### src/inc/i2c_regs_pkg.sv
// constants and types for the two-wire controller register block
package i2c_regs_pkg;
   // ----------------------------------------------------------------
   // register byte offsets
   // ----------------------------------------------------------------
   localparam logic [7:0] OFF_FIFO = 8'h10;
   localparam logic [7:0] OFF_STD_HIGH = 8'h14;
   localparam logic [7:0] OFF_STD_LOW = 8'h18;
   localparam logic [7:0] OFF_FAST_HIGH = 8'h1c;
   localparam logic [7:0] OFF_FAST_LOW = 8'h20;
   localparam logic [7:0] OFF_HS_HIGH = 8'h24;
   localparam logic [7:0] OFF_HS_LOW = 8'h28;
   localparam logic [7:0] OFF_FLAGS = 8'h2c;
   localparam logic [7:0] OFF_MASK = 8'h30;
   localparam logic [7:0] OFF_RAW = 8'h34;
   localparam logic [7:0] OFF_RX_THRESHOLD_LEVEL = 8'h38;
   localparam logic [7:0] OFF_TX_TL = 8'h3c;
   localparam logic [7:0] OFF_CLR_ALL = 8'h40;
   localparam logic [7:0] OFF_ABORT = 8'h80;
   // ----------------------------------------------------------------
   // field positions
   // ----------------------------------------------------------------
   localparam int BIT_CMD = 8;
   localparam int BIT_STOP = 9;
   localparam int BIT_RESTART = 10;
   localparam int FL_RX_UNDER = 0;
   localparam int FL_RX_OVER = 1;
   localparam int FL_RX_FULL = 2;
   localparam int FL_TX_OVER = 3;
   localparam int FL_TX_EMPTY = 4;
   localparam int FL_RD_REQ = 5;
   localparam int FL_TX_ABORT = 6;
   localparam int FL_SLAVE_NACK = 7;
   localparam int FL_ACTIVITY = 8;
   localparam int FL_STOP = 9;
   localparam int FL_START = 10;
   localparam int FL_GEN_CALL = 11;
   localparam int FLAG_COUNT = 12;
   // ----------------------------------------------------------------
   // reset values and bus answers
   // ----------------------------------------------------------------
   localparam logic [15:0] COUNT_RESET = 16'h0000;
   localparam logic [7:0] BYTE_RESET = 8'h00;
   localparam logic [11:0] MASK_RESET = 12'h8ff;
   localparam logic [1:0] RESP_OKAY = 2'h0;
   localparam logic [1:0] RESP_SLVERR = 2'h2;
   // ----------------------------------------------------------------
   // types
   // ----------------------------------------------------------------
   typedef struct packed {
      logic restart;
      logic stop;
      logic write;
      logic [7:0] byteValue;
   } tx_cmd_type;
   typedef struct packed {
      logic [15:0] stdHigh;
      logic [15:0] stdLow;
      logic [15:0] fastHigh;
      logic [15:0] fastLow;
      logic [15:0] hsHigh;
      logic [15:0] hsLow;
   } scl_timing_type;
   typedef enum logic {LINK_IDLE, LINK_BUSY} link_state_type;
endpackage

### src/core/i2c_timing_regs.sv
// register block of the two-wire controller: queues, scl counts, interrupt flags
//
// Functional notes
// - fifo port bit 8 written: 0 asks a read transfer, 1 a write transfer.
// - fifo port bits 7:0 carry byte to send, read back received byte; reset zero.
// - offset 0x14 holds 16-bit standard-speed scl high count.
// - offset 0x18 holds 16-bit standard-speed scl low count.
// - offset 0x1c holds 16-bit fast-speed scl high count.
// - offset 0x20 holds 16-bit fast-speed scl low count.
// - offset 0x24 holds 16-bit high-speed scl high count.
// - offset 0x28 holds 16-bit high-speed scl low count.
// - bit 11 set when broadcast call received and acknowledged.
// - bit 10 set on start or repeated start seen on the bus.
// - bit 9 set on stop seen on the bus.
// - bit 8 records activity and stays until software clears it.
// - bit 7 set when master does not acknowledge our slave-sent byte.
// - bit 6 set when transmitter cannot complete queued actions.
// - bit 5 set when addressed as slave and a master reads us.
// - bit 4 high while transmit fill level at or below threshold.
// - bit 3 set when command written to full transmit queue.
// - bit 2 high while receive fill level at or above threshold.
// - bit 1 set when byte arrives at full receive queue.
// - bit 0 set when fifo port read with empty receive queue.
// - mask at 0x30, one bit per flag; resets to 0x8ff.
// - fifo port bit 9 written 1 requests stop after the byte.
// - fifo port bit 10 written 1 requests repeated start before the byte.
// - reading 0x40 clears every sticky flag and the abort record; level bits 4 and 2 can still hold irq.
`timescale 1ns/10ps
module i2c_timing_regs
   import i2c_regs_pkg::*;
#(
   parameter int TX_DEPTH = 8,
   parameter int RX_DEPTH = 8
)(
   // clock and reset
   input wire logic mclk,
   input wire logic reset,
   // axi4-lite slave
   input wire logic [7:0] awaddr,
   input wire logic awvalid,
   output logic awready,
   input wire logic [31:0] wdata,
   input wire logic [3:0] wstrb,
   input wire logic wvalid,
   output logic wready,
   output logic [1:0] bresp,
   output logic bvalid,
   input wire logic bready,
   input wire logic [7:0] araddr,
   input wire logic arvalid,
   output logic arready,
   output logic [31:0] rdata,
   output logic [1:0] rresp,
   output logic rvalid,
   input wire logic rready,
   // bus pins, sampled
   input wire logic sclIn,
   input wire logic sdaIn,
   // serial engine side
   output tx_cmd_type txCmd,
   output logic txValid,
   input wire logic txTake,
   input wire logic [7:0] rxByte,
   input wire logic rxValid,
   input wire logic genCallAck,
   input wire logic slaveNack,
   input wire logic txAbort,
   input wire logic [7:0] abortReason,
   input wire logic readRequest,
   output scl_timing_type sclTiming,
   // interrupt
   output logic irq
);
   localparam int TXW = $clog2(TX_DEPTH);
   localparam int RXW = $clog2(RX_DEPTH);

   // ----------------------------------------------------------------
   // helpers
   // ----------------------------------------------------------------
   function automatic logic [31:0] mergeStrobe(input logic [31:0] old, input logic [31:0] val,
                                               input logic [3:0] strb);
      logic [31:0] res;
      res = old;
      for (int i = 0; i < 4; i++)
      begin
         if (strb[i])
            res[8*i +: 8] = val[8*i +: 8];
      end
      return res;
   endfunction

   // ----------------------------------------------------------------
   // axi write channels
   // ----------------------------------------------------------------
   logic awHeld_r, wHeld_r, bvalid_r, rvalid_r;
   logic [7:0] awAddr_r;
   logic [31:0] wData_r;
   logic [3:0] wStrb_r;
   logic [1:0] bresp_r, rresp_r;
   logic [31:0] rdata_r;
   logic wrFire, rdFire, wrMapped, rdMapped;
   logic [31:0] wrValue;

   assign awready = !awHeld_r;
   assign wready = !wHeld_r;
   assign wrFire = awHeld_r && wHeld_r && !bvalid_r;
   assign bvalid = bvalid_r;
   assign bresp = bresp_r;

   always_ff @(posedge mclk)
   begin
      if (reset)
         awHeld_r <= 1'b0;
      else if (awvalid && awready)
         awHeld_r <= 1'b1;
      else if (wrFire)
         awHeld_r <= 1'b0;
   end

   always_ff @(posedge mclk)
   begin
      if (reset)
         awAddr_r <= 8'h00;
      else if (awvalid && awready)
         awAddr_r <= awaddr;
   end

   always_ff @(posedge mclk)
   begin
      if (reset)
         wHeld_r <= 1'b0;
      else if (wvalid && wready)
         wHeld_r <= 1'b1;
      else if (wrFire)
         wHeld_r <= 1'b0;
   end

   always_ff @(posedge mclk)
   begin
      if (reset)
      begin
         wData_r <= 32'h0000_0000;
         wStrb_r <= 4'h0;
      end
      else if (wvalid && wready)
      begin
         wData_r <= wdata;
         wStrb_r <= wstrb;
      end
   end

   always_comb
   begin
      case (awAddr_r)
         OFF_FIFO, OFF_STD_HIGH, OFF_STD_LOW, OFF_FAST_HIGH, OFF_FAST_LOW, OFF_HS_HIGH,
         OFF_HS_LOW, OFF_MASK, OFF_RX_THRESHOLD_LEVEL, OFF_TX_TL: wrMapped = 1'b1;
         default: wrMapped = 1'b0;
      endcase
   end

   always_ff @(posedge mclk)
   begin
      if (reset)
      begin
         bvalid_r <= 1'b0;
         bresp_r <= RESP_OKAY;
      end
      else if (wrFire)
      begin
         bvalid_r <= 1'b1;
         bresp_r <= wrMapped ? RESP_OKAY : RESP_SLVERR;
      end
      else if (bready)
         bvalid_r <= 1'b0;
   end

   // ----------------------------------------------------------------
   // configuration registers
   // ----------------------------------------------------------------
   scl_timing_type timing_r;
   logic [11:0] mask_r;
   logic [7:0] rxTl_r, txTl_r;

   assign sclTiming = timing_r;

   function automatic logic [15:0] countWrite(input logic [15:0] old, input logic [31:0] val,
                                              input logic [3:0] strb);
      logic [31:0] m;
      m = mergeStrobe({16'h0000, old}, val, strb);
      return m[15:0];
   endfunction

   always_ff @(posedge mclk)
   begin
      if (reset)
         timing_r <= {6{COUNT_RESET}};
      else if (wrFire)
      begin
         if (awAddr_r == OFF_STD_HIGH)
            timing_r.stdHigh <= countWrite(timing_r.stdHigh, wData_r, wStrb_r);
         if (awAddr_r == OFF_STD_LOW)
            timing_r.stdLow <= countWrite(timing_r.stdLow, wData_r, wStrb_r);
         if (awAddr_r == OFF_FAST_HIGH)
            timing_r.fastHigh <= countWrite(timing_r.fastHigh, wData_r, wStrb_r);
         if (awAddr_r == OFF_FAST_LOW)
            timing_r.fastLow <= countWrite(timing_r.fastLow, wData_r, wStrb_r);
         if (awAddr_r == OFF_HS_HIGH)
            timing_r.hsHigh <= countWrite(timing_r.hsHigh, wData_r, wStrb_r);
         if (awAddr_r == OFF_HS_LOW)
            timing_r.hsLow <= countWrite(timing_r.hsLow, wData_r, wStrb_r);
      end
   end

   always_ff @(posedge mclk)
   begin
      if (reset)
      begin
         mask_r <= MASK_RESET;
         rxTl_r <= BYTE_RESET;
         txTl_r <= BYTE_RESET;
      end
      else if (wrFire)
      begin
         if (awAddr_r == OFF_MASK)
            mask_r <= 12'(mergeStrobe({20'h00000, mask_r}, wData_r, wStrb_r));
         if (awAddr_r == OFF_RX_THRESHOLD_LEVEL)
            rxTl_r <= 8'(mergeStrobe({24'h000000, rxTl_r}, wData_r, wStrb_r));
         if (awAddr_r == OFF_TX_TL)
            txTl_r <= 8'(mergeStrobe({24'h000000, txTl_r}, wData_r, wStrb_r));
      end
   end

   // ----------------------------------------------------------------
   // transmit queue
   // ----------------------------------------------------------------
   tx_cmd_type txMem [TX_DEPTH];
   logic [TXW:0] txWr_r, txRd_r, txCount;
   logic fifoWrite, txFull, txPush, txPop;

   assign wrValue = mergeStrobe(32'h0000_0000, wData_r, wStrb_r);
   assign fifoWrite = wrFire && (awAddr_r == OFF_FIFO);
   assign txCount = txWr_r - txRd_r;
   assign txFull = (txCount == (TXW+1)'(TX_DEPTH));
   assign txPush = fifoWrite && !txFull;
   assign txValid = (txCount != '0);
   assign txPop = txValid && txTake;
   assign txCmd = txMem[txRd_r[TXW-1:0]];

   always_ff @(posedge mclk)
   begin
      if (txPush)
      begin
         txMem[txWr_r[TXW-1:0]].write <= wrValue[BIT_CMD];
         txMem[txWr_r[TXW-1:0]].stop <= wrValue[BIT_STOP];
         txMem[txWr_r[TXW-1:0]].restart <= wrValue[BIT_RESTART];
         txMem[txWr_r[TXW-1:0]].byteValue <= wrValue[7:0];
      end
   end

   always_ff @(posedge mclk)
   begin
      if (reset)
      begin
         txWr_r <= '0;
         txRd_r <= '0;
      end
      else
      begin
         if (txPush)
            txWr_r <= txWr_r + 1'b1;
         if (txPop)
            txRd_r <= txRd_r + 1'b1;
      end
   end

   // ----------------------------------------------------------------
   // receive queue
   // ----------------------------------------------------------------
   logic [7:0] rxMem [RX_DEPTH];
   logic [RXW:0] rxWr_r, rxRd_r, rxCount;
   logic fifoRead, rxFull, rxEmpty, rxPush, rxPop, clearAll;

   assign fifoRead = rdFire && (araddr == OFF_FIFO);
   assign clearAll = rdFire && (araddr == OFF_CLR_ALL);
   assign rxCount = rxWr_r - rxRd_r;
   assign rxFull = (rxCount == (RXW+1)'(RX_DEPTH));
   assign rxEmpty = (rxCount == '0);
   assign rxPush = rxValid && !rxFull;
   assign rxPop = fifoRead && !rxEmpty;

   always_ff @(posedge mclk)
   begin
      if (rxPush)
         rxMem[rxWr_r[RXW-1:0]] <= rxByte;
   end

   always_ff @(posedge mclk)
   begin
      if (reset)
      begin
         rxWr_r <= '0;
         rxRd_r <= '0;
      end
      else
      begin
         if (rxPush)
            rxWr_r <= rxWr_r + 1'b1;
         if (rxPop)
            rxRd_r <= rxRd_r + 1'b1;
      end
   end

   // ----------------------------------------------------------------
   // bus pin monitor
   // ----------------------------------------------------------------
   logic sclS1_r, sclS2_r, sclD_r, sdaS1_r, sdaS2_r, sdaD_r;
   logic startEv, stopEv;
   link_state_type link_r;

   always_ff @(posedge mclk)
   begin
      if (reset)
      begin
         {sclS1_r, sclS2_r, sclD_r} <= 3'h7;
         {sdaS1_r, sdaS2_r, sdaD_r} <= 3'h7;
      end
      else
      begin
         {sclS1_r, sclS2_r, sclD_r} <= {sclIn, sclS1_r, sclS2_r};
         {sdaS1_r, sdaS2_r, sdaD_r} <= {sdaIn, sdaS1_r, sdaS2_r};
      end
   end

   // sda edge while scl stays high
   assign startEv = sclS2_r && sclD_r && sdaD_r && !sdaS2_r;
   assign stopEv = sclS2_r && sclD_r && !sdaD_r && sdaS2_r;

   always_ff @(posedge mclk)
   begin
      if (reset)
         link_r <= LINK_IDLE;
      else
         case (link_r)
            LINK_IDLE: if (startEv) link_r <= LINK_BUSY;
            LINK_BUSY: if (stopEv) link_r <= LINK_IDLE;
            default: link_r <= LINK_IDLE;
         endcase
   end

   // ----------------------------------------------------------------
   // interrupt flags
   // ----------------------------------------------------------------
   logic [11:0] sticky_r, stickySet, rawView, flagView;
   logic [7:0] abort_r;

   always_comb
   begin
      stickySet = 12'h000;
      stickySet[FL_GEN_CALL] = genCallAck;
      stickySet[FL_START] = startEv;
      stickySet[FL_STOP] = stopEv;
      stickySet[FL_ACTIVITY] = (link_r == LINK_BUSY) || txPop || rxPush;
      stickySet[FL_SLAVE_NACK] = slaveNack;
      stickySet[FL_TX_ABORT] = txAbort;
      stickySet[FL_RD_REQ] = readRequest;
      stickySet[FL_TX_OVER] = fifoWrite && txFull;
      stickySet[FL_RX_OVER] = rxValid && rxFull;
      stickySet[FL_RX_UNDER] = fifoRead && rxEmpty;
   end

   // a new event in the clearing cycle survives
   always_ff @(posedge mclk)
   begin
      if (reset)
         sticky_r <= 12'h000;
      else
         sticky_r <= (clearAll ? 12'h000 : sticky_r) | stickySet;
   end

   always_ff @(posedge mclk)
   begin
      if (reset)
         abort_r <= BYTE_RESET;
      else
         abort_r <= (clearAll ? BYTE_RESET : abort_r) | (txAbort ? abortReason : BYTE_RESET);
   end

   always_comb
   begin
      rawView = sticky_r;
      rawView[FL_TX_EMPTY] = (8'(txCount) <= txTl_r);
      rawView[FL_RX_FULL] = (8'(rxCount) >= rxTl_r);
   end

   assign flagView = rawView & mask_r;
   assign irq = |flagView;

   // ----------------------------------------------------------------
   // axi read channel
   // ----------------------------------------------------------------
   assign arready = !rvalid_r;
   assign rdFire = arvalid && arready;
   assign rvalid = rvalid_r;
   assign rdata = rdata_r;
   assign rresp = rresp_r;

   always_comb
   begin
      case (araddr)
         OFF_FIFO, OFF_STD_HIGH, OFF_STD_LOW, OFF_FAST_HIGH, OFF_FAST_LOW, OFF_HS_HIGH, OFF_HS_LOW,
         OFF_FLAGS, OFF_MASK, OFF_RAW, OFF_RX_THRESHOLD_LEVEL, OFF_TX_TL, OFF_CLR_ALL, OFF_ABORT: rdMapped = 1'b1;
         default: rdMapped = 1'b0;
      endcase
   end

   always_ff @(posedge mclk)
   begin
      if (reset)
      begin
         rvalid_r <= 1'b0;
         rdata_r <= 32'h0000_0000;
         rresp_r <= RESP_OKAY;
      end
      else if (rdFire)
      begin
         rvalid_r <= 1'b1;
         rresp_r <= rdMapped ? RESP_OKAY : RESP_SLVERR;
         case (araddr)
            OFF_FIFO: rdata_r <= {24'h000000, rxEmpty ? BYTE_RESET : rxMem[rxRd_r[RXW-1:0]]};
            OFF_STD_HIGH: rdata_r <= {16'h0000, timing_r.stdHigh};
            OFF_STD_LOW: rdata_r <= {16'h0000, timing_r.stdLow};
            OFF_FAST_HIGH: rdata_r <= {16'h0000, timing_r.fastHigh};
            OFF_FAST_LOW: rdata_r <= {16'h0000, timing_r.fastLow};
            OFF_HS_HIGH: rdata_r <= {16'h0000, timing_r.hsHigh};
            OFF_HS_LOW: rdata_r <= {16'h0000, timing_r.hsLow};
            OFF_FLAGS: rdata_r <= {20'h00000, flagView};
            OFF_MASK: rdata_r <= {20'h00000, mask_r};
            OFF_RAW: rdata_r <= {20'h00000, rawView};
            OFF_RX_THRESHOLD_LEVEL: rdata_r <= {24'h000000, rxTl_r};
            OFF_TX_TL: rdata_r <= {24'h000000, txTl_r};
            OFF_ABORT: rdata_r <= {24'h000000, abort_r};
            default: rdata_r <= 32'h0000_0000;
         endcase
      end
      else if (rready)
         rvalid_r <= 1'b0;
   end
endmodule

### config.mk
export PLATFORM = sky130hd
export DESIGN_NAME = i2c_timing_regs
export DESIGN_NICKNAME = d
export VERILOG_FILES = /design/src/inc/i2c_regs_pkg.sv /design/src/core/i2c_timing_regs.sv
export SDC_FILE = /design/constraint.sdc
export NUM_CORES = 1
export LEC_CHECK = 0
export BUFFER_PORTS_ARGS = -buffer_cell sky130_fd_sc_hd__buf_4
export CORE_MARGIN = 5
export CORE_UTILIZATION = 50
export CTS_BUF_LIST = sky130_fd_sc_hd__clkbuf_4
export DETAILED_ROUTE_END_ITERATION = 10
export PLACE_DENSITY = 0.67
export SYNTH_ARGS = -nofsm -noshare
export SYNTH_HDL_FRONTEND = slang
export SYNTH_SLANG_ARGS = --single-unit
### constraint.sdc
create_clock -name mclk -period 4.6 [get_ports mclk]
set_input_delay 0.23 -clock mclk [delete_from_list [all_inputs] [get_ports mclk]]
set_output_delay 0.23 -clock mclk [all_outputs]
set_load 0.02 [all_outputs]
**Word level (Yosys, flattened, before mapping)**

Memory sizes are Yosys's and may differ from the RTL's. A register that Yosys moved wholly into a read port is not among the register bits.
Index checks and enable logic that the tools add are counted.

- Magnitude comparators: 2
- Add/subtract/negate cells: 6
- Equality and inequality tests: 26
- Reductions and logical operators: 56
- Bitwise logic cells: 4
- Mux-type cells: 29

Operators with widths:

| cell | number |
|---|---|
| $pmux 16 s13 | 1 |
| $eq 8x6->1 const B | 14 |
| $eq 8x5->1 const B | 8 |
| $reduce_and 3->1 | 16 |
| $mux 8 | 4 |
| $logic_and 1x1->1 | 20 |
| $add 4x1->4 const B | 4 |
| $mux 1 | 15 |
| $mux 3 | 5 |
| $reduce_or 14->1 | 1 |
| $and 12x12->12 | 1 |
| $mux 12 | 1 |
| $or 12x12->12 | 1 |
| $reduce_or 12->1 | 1 |
| $reduce_or 10->1 | 1 |
| $logic_not 1->1 | 9 |
| $eq 4x4->1 const B | 2 |
| $eq 8x7->1 const B | 1 |
| $eq 8x8->1 const B | 1 |
| $ge 4x8->1 | 1 |
| $le 4x8->1 | 1 |
| $or 8x8->8 | 1 |
| $reduce_bool 2->1 | 4 |
| $sub 4x4->4 | 2 |
| 6 further kinds | 8 |

- Memories: 2
- Bits in registers: 233
- Output and inout bits: 150
- Bits in writable memories: 152
- Input port bits: 83
- Word-level logic and storage cells: 164

Memory list:

| name | words | width | rd ports | clocked after Yosys merged registers in | wr ports | line | text |
|---|---|---|---|---|---|---|---|
| txMem | 8 | 11 | 1 | 1 | 1 | i2c_timing_regs.sv:236 | `tx_cmd_type txMem [TX_DEPTH];` |
| rxMem | 8 | 8 | 1 | 1 | 1 | i2c_timing_regs.sv:279 | `logic [7:0] rxMem [RX_DEPTH];` |

**Depth between registers and ports, before layout**

Gate-level depths: netlist of run 1.

- Depth in word-level cells: 6
- Gate-level depth with buffers: 14
- Mapped depth without buffers: 13

**Worst setup path after synthesis of run 1**

Ideal clock, no wire load.

- Path kind: register -> register
- Start: register txWr_r[0]
- End: memory txMem[4][0] (netlist name), enable pin
- Cell stages (with the launch flop): 11
- Arrival time: 3.075 ns
- Path buffers: 1
- Data required time: 4.188 ns
- Clock period less this slack: 3.487 ns
- Library setup time: 0.412 ns
- Setup slack: 1.113 ns
- Cells stage by stage: dfxtp_1 > clkbuf_1 > inv_1 > ha_1 > inv_1 > fa_1 > xor2_1 > nor3b_1 > and3_1 > nand2b_1 > nor4b_1

- Longest elaborated chain between the ends: 6

Ends and longest elaborated chain:

| element | line | text |
|---|---|---|
| start, declared | i2c_timing_regs.sv:237 | `logic [TXW:0] txWr_r, txRd_r, txCount;` |
| start signal, assigned | i2c_timing_regs.sv:270 | `txWr_r <= txWr_r + 1'b1;` |
| $sub 4x4->4 | i2c_timing_regs.sv:242 | `assign txCount = txWr_r - txRd_r;` |
| $eq 4x4->1 | i2c_timing_regs.sv:243 | `assign txFull = (txCount == (TXW+1)'(TX_DEPTH));` |
| $logic_not 1->1 | i2c_timing_regs.sv:244 | `assign txPush = fifoWrite && !txFull;` |
| $logic_and 1x1->1 | i2c_timing_regs.sv:244 |  |
| $mux 1 | i2c_timing_regs.sv:251 | `if (txPush)` |
| $mux 1 (not written as such) | i2c_timing_regs.sv:256 | `txMem[txWr_r[TXW-1:0]].byteValue <= wrValue[7:0];` |
| end, declared | i2c_timing_regs.sv:236 |  |

Parallel ways exist; a longest one is shown, timed or not.

**Final worst setup path of run 1**

- Start: register txWr_r[1]
- End: output irq

- Longest elaborated chain between the ends: 4

Ends and longest elaborated chain:

| element | line | text |
|---|---|---|
| $sub 4x4->4 | i2c_timing_regs.sv:242 |  |
| $le 4x8->1 | i2c_timing_regs.sv:391 | `rawView[FL_TX_EMPTY] = (8'(txCount) <= txTl_r);` |
| $and 12x12->12 | i2c_timing_regs.sv:395 | `assign flagView = rawView & mask_r;` |
| $reduce_or 12->1 | i2c_timing_regs.sv:396 | `assign irq = \|flagView;` |
| end, declared | i2c_timing_regs.sv:72 | `output logic irq` |

No other way between the ends.

==> results of run 1 <==
[worst register-to-register path: stages (launching register included)]
cell	delay, ns
dfxtp_1	0.44
inv_1	0.11
ha_1	0.17
inv_1	0.06
fa_1	0.37
xor2_1	0.23
nor3b_1	0.14
and3_1	0.23
nand2b_1	0.27
nor4b_4	0.86
[Yosys cell counts (4+ instances only)]
cell type  instances
xnor2_1            5
ha_1              18
a22o_1             5
nand2_1          142
a211o_1           10
o22ai_1           11
edfxtp_1         152
buf_2             19
nor3b_1            5
o31ai_1            4
and2_1            15
nand3_1           72
mux2_2            34
o21ai_0           16
buf_4             19
or2_2              6
inv_1             37
clkbuf_1          71
mux2i_1           88
dfxtp_1          219
or3_1              4
a32oi_1            6
mux4_2            38
xor2_1             8
nor2_1           152
a221oi_1           8
a22oi_1           39
a311oi_1           4
nor2b_1           16
nand4_1            4
a21oi_1          115
and3_1             4
nor3_1            14
nor4_1            10
nand3b_1           5
[repair_timing]
item,in CTS,in global routing
endpoints found under the hold margin,111,0
hold buffers,62,0
setup endpoints to repair,0,0
[layer usage]
layer	routed length (um)	vias to the layer above	share of wire (%)
met2	22400	574	48
met3	3860	96	8.2
met1	19300	6253	41
met5	0	-	0
met4	1300	0	2.8
li1	-	5880	-
[final cells by class]
class | count | area, um^2
antenna | 1 | 2.50
clock buffer | 148 | 1110
clock inverter | 23 | 184
fill | 2619 | 11900
inverter | 37 | 139
multi-input combinational | 945 | 6560
sequential | 371 | 8950
tap | 402 | 503
timing repair buffer | 283 | 2280
[cells by family (layout without fill, tap and decap cells)]
kind of cell,after synthesis,count (layout)
simple gates,481,481
flops,371,371
compound gates,253,253
mux,160,160
buf+inv,151,491
fa+ha+maj,20,20
xor+xnor,13,13
other cells,1,19
[flip-flops by register name, indices dropped and copies added, names as in the netlist, 10 cells and up, named ones only]
name	flops
sticky_r	10
rxMem	64
wData_r	16
txMem	88
rdata	16
mask_r	12
sclTiming	96
[where the power goes]
| part | internal, mW | switching (mW) | leakage [nW] | total (mW) |
|---|---|---|---|---|
| Sequential | 3.48 | 0.117 | 3.12 | 3.59 |
| Combinational | 0.428 | 0.470 | 3.75 | 0.898 |
| Clock | 1.63 | 1.33 | 0.764 | 2.96 |
| Total | 5.54 | 1.92 | 7.63 | 7.45 |
[worst paths after layout]
path | to | startpoint | slack [ns]
worst max-delay path | irq | txWr_r[1]$_SDFFE_PP0P_ | 0.76
worst max register to register | txMem[4][0]$_DFFE_PP_ | txWr_r[0]$_SDFFE_PP0P_ | 1.34
worst min-delay path | rxWr_r[0]$_SDFFE_PP0P_ | reset | 0.05
worst min register to register | sclS2_r$_SDFF_PP1_ | sclS1_r$_SDFF_PP1_ | 0.41
[cells in the final DEF, fill, tap and decap left out, drive strengths merged, types with 39 or more instances in the layout]
cell type	netlist	final
a21oi	115	115
a22oi	39	39
buf	42	221
clkbuf	72	148
dfxtp	219	219
dlygate4sd3	0	62
edfxtp	152	152
inv	37	39
mux2i	88	88
nand2	143	143
nand3	74	74
nor2	157	157
==> summary.md, run 1 <==
| Metric | Value |
|---|---|
| Run status | `complete, no violations` |
| Final hold slack | `0.0458 ns` |
| Setup_tns | `0 ns` |
| Critical-path top delay cell | `dfxtp_1` |
| Hold Crit Class | `in -> reg` |
| Clock buffer count from CTS | `96` |
| Clk buf depth | `3` |
| GP Congestion | `0.940` |
| CP required | `4.37 ns` |
| Worst VDD drop | `0.000296 V` |
| Unrepaired setup endpoints after global routing | `no` |
| Max Slew Vio Count | `0` |
| Asr flop ratio synth | `0%` |
| GRT Total Usage | `25.6%` |
| Hold path depth | `2` |
| Max frequency | `0.260 GHz` |
| Final net count | `1,837` |
| Worst-skew pair later-pin latency | `0.73 ns` |
| Largest stage delay, worst path | `between 0.6 and 0.7 ns` |
| Final setup vio count | `0` |
| First-pass GRT wire length | `about 72,000 um` |
| Avg Cell Area, Syn | `11.1 um^2` |
| Synth Area in Compound Gates | `10.3%` |
| Synth Cell Area | `0.0161 mm^2` |
| Synth top area cells | `edfxtp_1 (28%), dfxtp_1 (27%), mux2i_1 (5.5%), mux4_2 (5.3%), a21oi_1 (3.6%)` |
| Final min period | `3.84 ns` |
| Synth Flop Type | `dfxtp_1` |
| Critical path's most frequent cell | `ha_1` |
| Levels on crit path | `11` |
| Cts repair resizes | `0` |
| EDFF count, synth | `roughly 150` |
| Post-CTS setup buffers | `0` |
| Largest family of logic cells by synthesized area | `simple AND/OR/NAND/NOR gates` |
| FF+latch count, synth | `371` |
| Drt wl/cell | `21.2 um` |
| Cell area after layout | `0.0197 mm^2` |
| Worst Reg-to-Reg Cells | `9` |
| Ports | `between 200 and 250` |
| Post-Layout Cell Count | `2,210` |
| # rows | `65` |
| CTS root buf | `clkbuf_4` |
| Share of layout cells above drive strength 1 | `26.6%` |
| Rel. slew slack | `between 20% and 30%` |
| Chip width | `189 um` |
| Largest net degree at the start of global routing | `112` |
| # port buffers | `196` |
| Setup WS post-layout | `0.758 ns` |
| Synth Area in Simple Gates | `between 10% and 20%` |
| Synth Instances | `1,450` |
| # H-tree levels | `3` |
| Core area | `0.0316 mm^2` |
| Met1 Use GR | `34.4%` |
| Ys Warns | `0` |
| Critical path capture point type | `output port` |
| Vias per cell | `about 5.8` |
| Critical Setup Path Class | `reg -> out` |
| Area grow syn2layout | `22.7%` |
| Core Util, Final | `~62%` |
| Clock transition at path regs | `about 0.070 ns` |
| Yosys top cell area share | `28.4%` |
| Initial antenna violation count | `1` |
| Crit share post-route | `83.5%` |
| Critical Path AT | `3.61 ns` |
| Post-Place Cells | `1,976` |
| Setup Skew | `0.0637 ns` |
| Number of global-route vias before repair | `12,500` |
| Vias | `12,800` |
| Post-DP Area | `around 0.018 mm^2` |
| Post-synthesis sequential area ratio | `55.7%` |
| Synth cell types | `82` |
| CP Cell Sequence | `ha_1, nor2b_1, o21a_1, o21ai_0, nand2_1, ha_1, nand3_1, o22ai_1, o221a_2, o221ai_1, buf_4` |
| Post-Synth XOR/XNOR Area | `0.708%` |
| Maxcap violations | `0` |
| Met3 usage | `5.79%` |
| Initial core utilization | `50.8%` |
| CTS tree | `done` |
| Power per cell area | `between 300 and 400 mW/mm^2` |
| Routing usage on met2 | `41.9%` |
| Top cell family by delay on the critical path | `compound AO/OA/AOI/OAI gates` |
| Multiplexer share of the synthesized area | `a little over an eighth` |
| Die Ht | `189 um` |
| Sink Count | `371` |
| Leakage | `7.63 nW` |
| Gr busiest metal | `met2` |
| CP bufs+invs | `1` |
| CP startpoint kind | `flip-flop` |
| Iter 0 DRT Violations | `about 1,100` |
| Remaining antenna violation count after routing | `0` |
| Pwr Total | `roughly 7.5 mW` |
| Dominant cell type by area after synthesis | `edfxtp_1` |
| Post-Synth Adder-Cell Area | `1.65%` |
| Post-place setup slack | `1.29 ns` |
| Critical path fanouts, max | `12` |
| Final hold violations | `0` |
| Final wirelength | `46,900 um` |
| DP HPWL | `31,900 um` |
| Actual slew at the worst max-slew pin | `1.11 ns` |
| Full die area | `0.0358 mm^2` |
| Gr ovfl total | `0` |
| Drt pass-1 iters | `5` |
| Residual DRC count | `0` |
Note: power is estimated with default switching activity, not from simulation.
==> run 2: changes to the inputs <==
Settings changed: PLACE_DENSITY 0.67 to 0.7.
Clock period 4.6 ns to 3.2 ns, I/O delays scaled along.
==> run 2 against run 1 <==
  * The flow now finishes with violations (antenna rules)
  * Highest routed layer unchanged
  * Cell area grew 3.4%
  * Die area unchanged
  * First-iteration DRC count rose by 18%
  * Wire length increased by 3.2%
  * Clock power increased by 38%
  * Non-clock buffer count increased by 66
  * Power increased by 44%
  * Via count increased by 2.6%
  * Worst hold slack improved by 0.0080 ns
  * Critical path type unchanged
  * Count of clock-buffer cells in the layout shrank 2
==> summary.md, run 2 (same netlist as run 1, synthesis figures left out) <==
| Metric | Value |
|---|---|
| Final wirelength | `48,400 um (was 46,900 um)` |
| GRT Total Usage | `26.2% (was 25.6%)` |
| Drt wl/cell | `21.2 um (about the same)` |
| Rel. slew slack | `38.9% (was 25.6%)` |
| Run status | `complete, but fails checks (was complete, no violations)` |
| Gr ovfl total | `0 (unchanged)` |
| Actual slew at the worst max-slew pin | `0.909 ns (was 1.11 ns)` |
| Max FFs per register | `96 (unchanged)` |
| Critical Setup Path Class | `reg -> out (unchanged)` |
| Ports | `233 (unchanged)` |
| Crit share post-route | `approximately 99%` |
| Commonest non-fill, non-tap cell in the layout | `buf_4 (unchanged)` |
| Initial core utilization | `50.8% (unchanged)` |
| Critical Path AT | `3.02 ns (was 3.61 ns)` |
| Drt pass-1 iters | `6 (was 5)` |
| Die Ht | `189 um (unchanged)` |
| Unrepaired setup endpoints after global routing | `yes (was no)` |
| Clock buffer count from CTS | `95 (was 96)` |
| Sink Count | `371 (unchanged)` |
| Critical path capture point type | `output port (unchanged)` |
| Register area | `0.00896 mm^2 (was 0.00895 mm^2)` |
| Remaining antenna violation count after routing | `1 (was 0)` |
| Failing checks | `antenna rules` |
| Max frequency | `0.314 GHz` |
| Share of layout cells above drive strength 1 | `29.3% (was 26.6%)` |
| Core Util, Final | `64.5% (was 62.4%)` |
| Multi-input logic area | `0.00668 mm^2 (was 0.00656 mm^2)` |
| Setup Skew | `0.0789 ns (was 0.0637 ns)` |
| First-pass GRT wire length | `73,200 um (was 72,000 um)` |
| Final min period | `between 3 and 4 ns` |
| Max Slew Vio Count | `0 (unchanged)` |
| Cell area after layout | `0.0204 mm^2 (was 0.0197 mm^2)` |
| CP startpoint kind | `flip-flop (unchanged)` |
| DP HPWL | `32,800 um (was 31,900 um)` |
| Final setup vio count | `0 (unchanged)` |
| Maxcap violations | `0 (unchanged)` |
| Largest net degree at the start of global routing | `84 (was 112)` |
| Chip width | `189 um (unchanged)` |
| Area grow syn2layout | `26.9% (was 22.7%)` |
| # port buffers | `196 (unchanged)` |
| # fillers | `2,494 (was 2,619)` |
| Post-DP Area | `0.0180 mm^2 (was 0.0178 mm^2)` |
| CTS tree | `done (unchanged)` |
| Final net count | `1,902 (was 1,837)` |
| Residual DRC count | `0 (unchanged)` |
| # rows | `65 (unchanged)` |
| Worst-skew pair later-pin latency | `0.75 ns (was 0.73 ns)` |
| CTS root buf | `clkbuf_4 (unchanged)` |
| Iter 0 DRT Violations | `1,289 (was 1,088)` |
| Final hold violations | `0 (unchanged)` |
| Pwr Total | `10.8 mW (was 7.45 mW)` |
| Critical path fanouts, max | `3 (was 12)` |
| Number of global-route vias before repair | `12,900 (was 12,500)` |
| Clock transition at path regs | `0.07 ns (about the same)` |
| Most frequent cells in the layout | `buf_4 (255), dfxtp_1 (212), nor2_1 (152), edfxtp_1 (152), clkbuf_4 (146) (was buf_4 (220), dfxtp_1 (219), nor2_1 (152), edfxtp_1 (152), clkbuf_4 (148))` |
| Final hold slack | `0.0538 ns (was 0.0458 ns)` |
| GP Congestion | `0.966 (was 0.940)` |
| CP required | `3.04 ns (was 4.37 ns)` |
| Vias | `13,100 (was 12,800)` |
| Setup_tns | `0 ns (unchanged)` |
| Core area | `0.0316 mm^2 (unchanged)` |
| Hold Crit Class | `in -> reg (unchanged)` |
| Initial antenna violation count | `1 (unchanged)` |
| Power per cell area | `528 mW/mm^2 (was 378 mW/mm^2)` |
| Leakage | `7.94 nW (was 7.63 nW)` |
| Clk buf depth | `3 (unchanged)` |
| Worst VDD drop | `0.000304 V (was 0.000296 V)` |
| # H-tree levels | `3 (unchanged)` |
| Full die area | `0.0358 mm^2 (unchanged)` |
| Vias per cell | `5.76 (was 5.79)` |
[run 2: changes by cell type in the layout (fill, tap and decap cells not counted), sizes merged]
cell and change:
bufinv -2, clkinv +5, clkbuf -2, buf +37, dlygate4sd3 +29, clkinvlp -1, diode +5
[run 2: worst paths after layout]
check / start / end / slack [ns] / cells after the start
worst max-delay path: txRd_r[1]$_SDFFE_PP0P_ / irq / 0.02 / 12
worst min-delay path: txTake / sticky_r[8]$_SDFF_PP0_ / 0.05 / 4
worst max register to register: rxRd_r[1]$_SDFFE_PP0P_ / rdata[2]$_SDFFE_PP0P_ / 0.20 / 16
worst min register to register: sdaS1_r$_SDFF_PP1_ / sdaS2_r$_SDFF_PP1_ / 0.45 / 1
[run 2: final cells by class]
class	instances	area share [%]
Antenna cell	6	0.0736
Clock buffer	146	5.37
Clock inverter	25	0.675
Inverter	37	0.681
Multi-Input combinational cell	945	32.7
Sequential cell	371	43.9
Tap cell	402	2.47
Timing Repair Buffer	349	14.1
[run 2: worst max-delay path, cell delays in order (launching register included)]
cell      delay, ns
dfxtp_2        0.32
inv_1          0.06
ha_1           0.26
nor2b_1        0.14
o21ai_1        0.18
nand3_1        0.17
nand2_2        0.12
ha_4           0.20
nand3_2        0.07
o22ai_1        0.07
o221a_2        0.30
o221ai_2       0.24
buf_4          0.19
[run 2: layer usage]
metal | share of wire, % | global-route usage [%]
met1 | 41 | 34.3
met2 | 48 | 42.6
met3 | 7.5 | 4.98
met5 | 0 | 0
met4 | 4.1 | 11.5
[run 2: power breakdown]
| group | internal (mW) | leakage (nW) | total [mW] | switching [mW] |
|---|---|---|---|---|
| Clock | 2.16 | 0.746 | 4.08 | 1.92 |
| Sequential | 5.00 | 3.12 | 5.11 | 0.113 |
| Combinational | 0.769 | 4.07 | 1.58 | 0.809 |
[run 2: timing repair]
item | 4_1_cts | 5_1_grt
endpoints found under the setup margin | 1 | 21
hold endpoints to repair | 153 | 0
hold buffers | 91 | 0
resized for setup | 29 | 10
setup buffers | 13 | 3
pin swaps | 13 | 7
[run 2: stage by stage]
step / setup WS (ns) / instances
after detailed placement: 0.117 / 1999
after floorplan: -0.00501 / 1467
after global placement: 0.205 / 1999
after CTS: 0.00768 / 2273
final: 0.0195 / 2281
after global routing: -0.101 / 2276
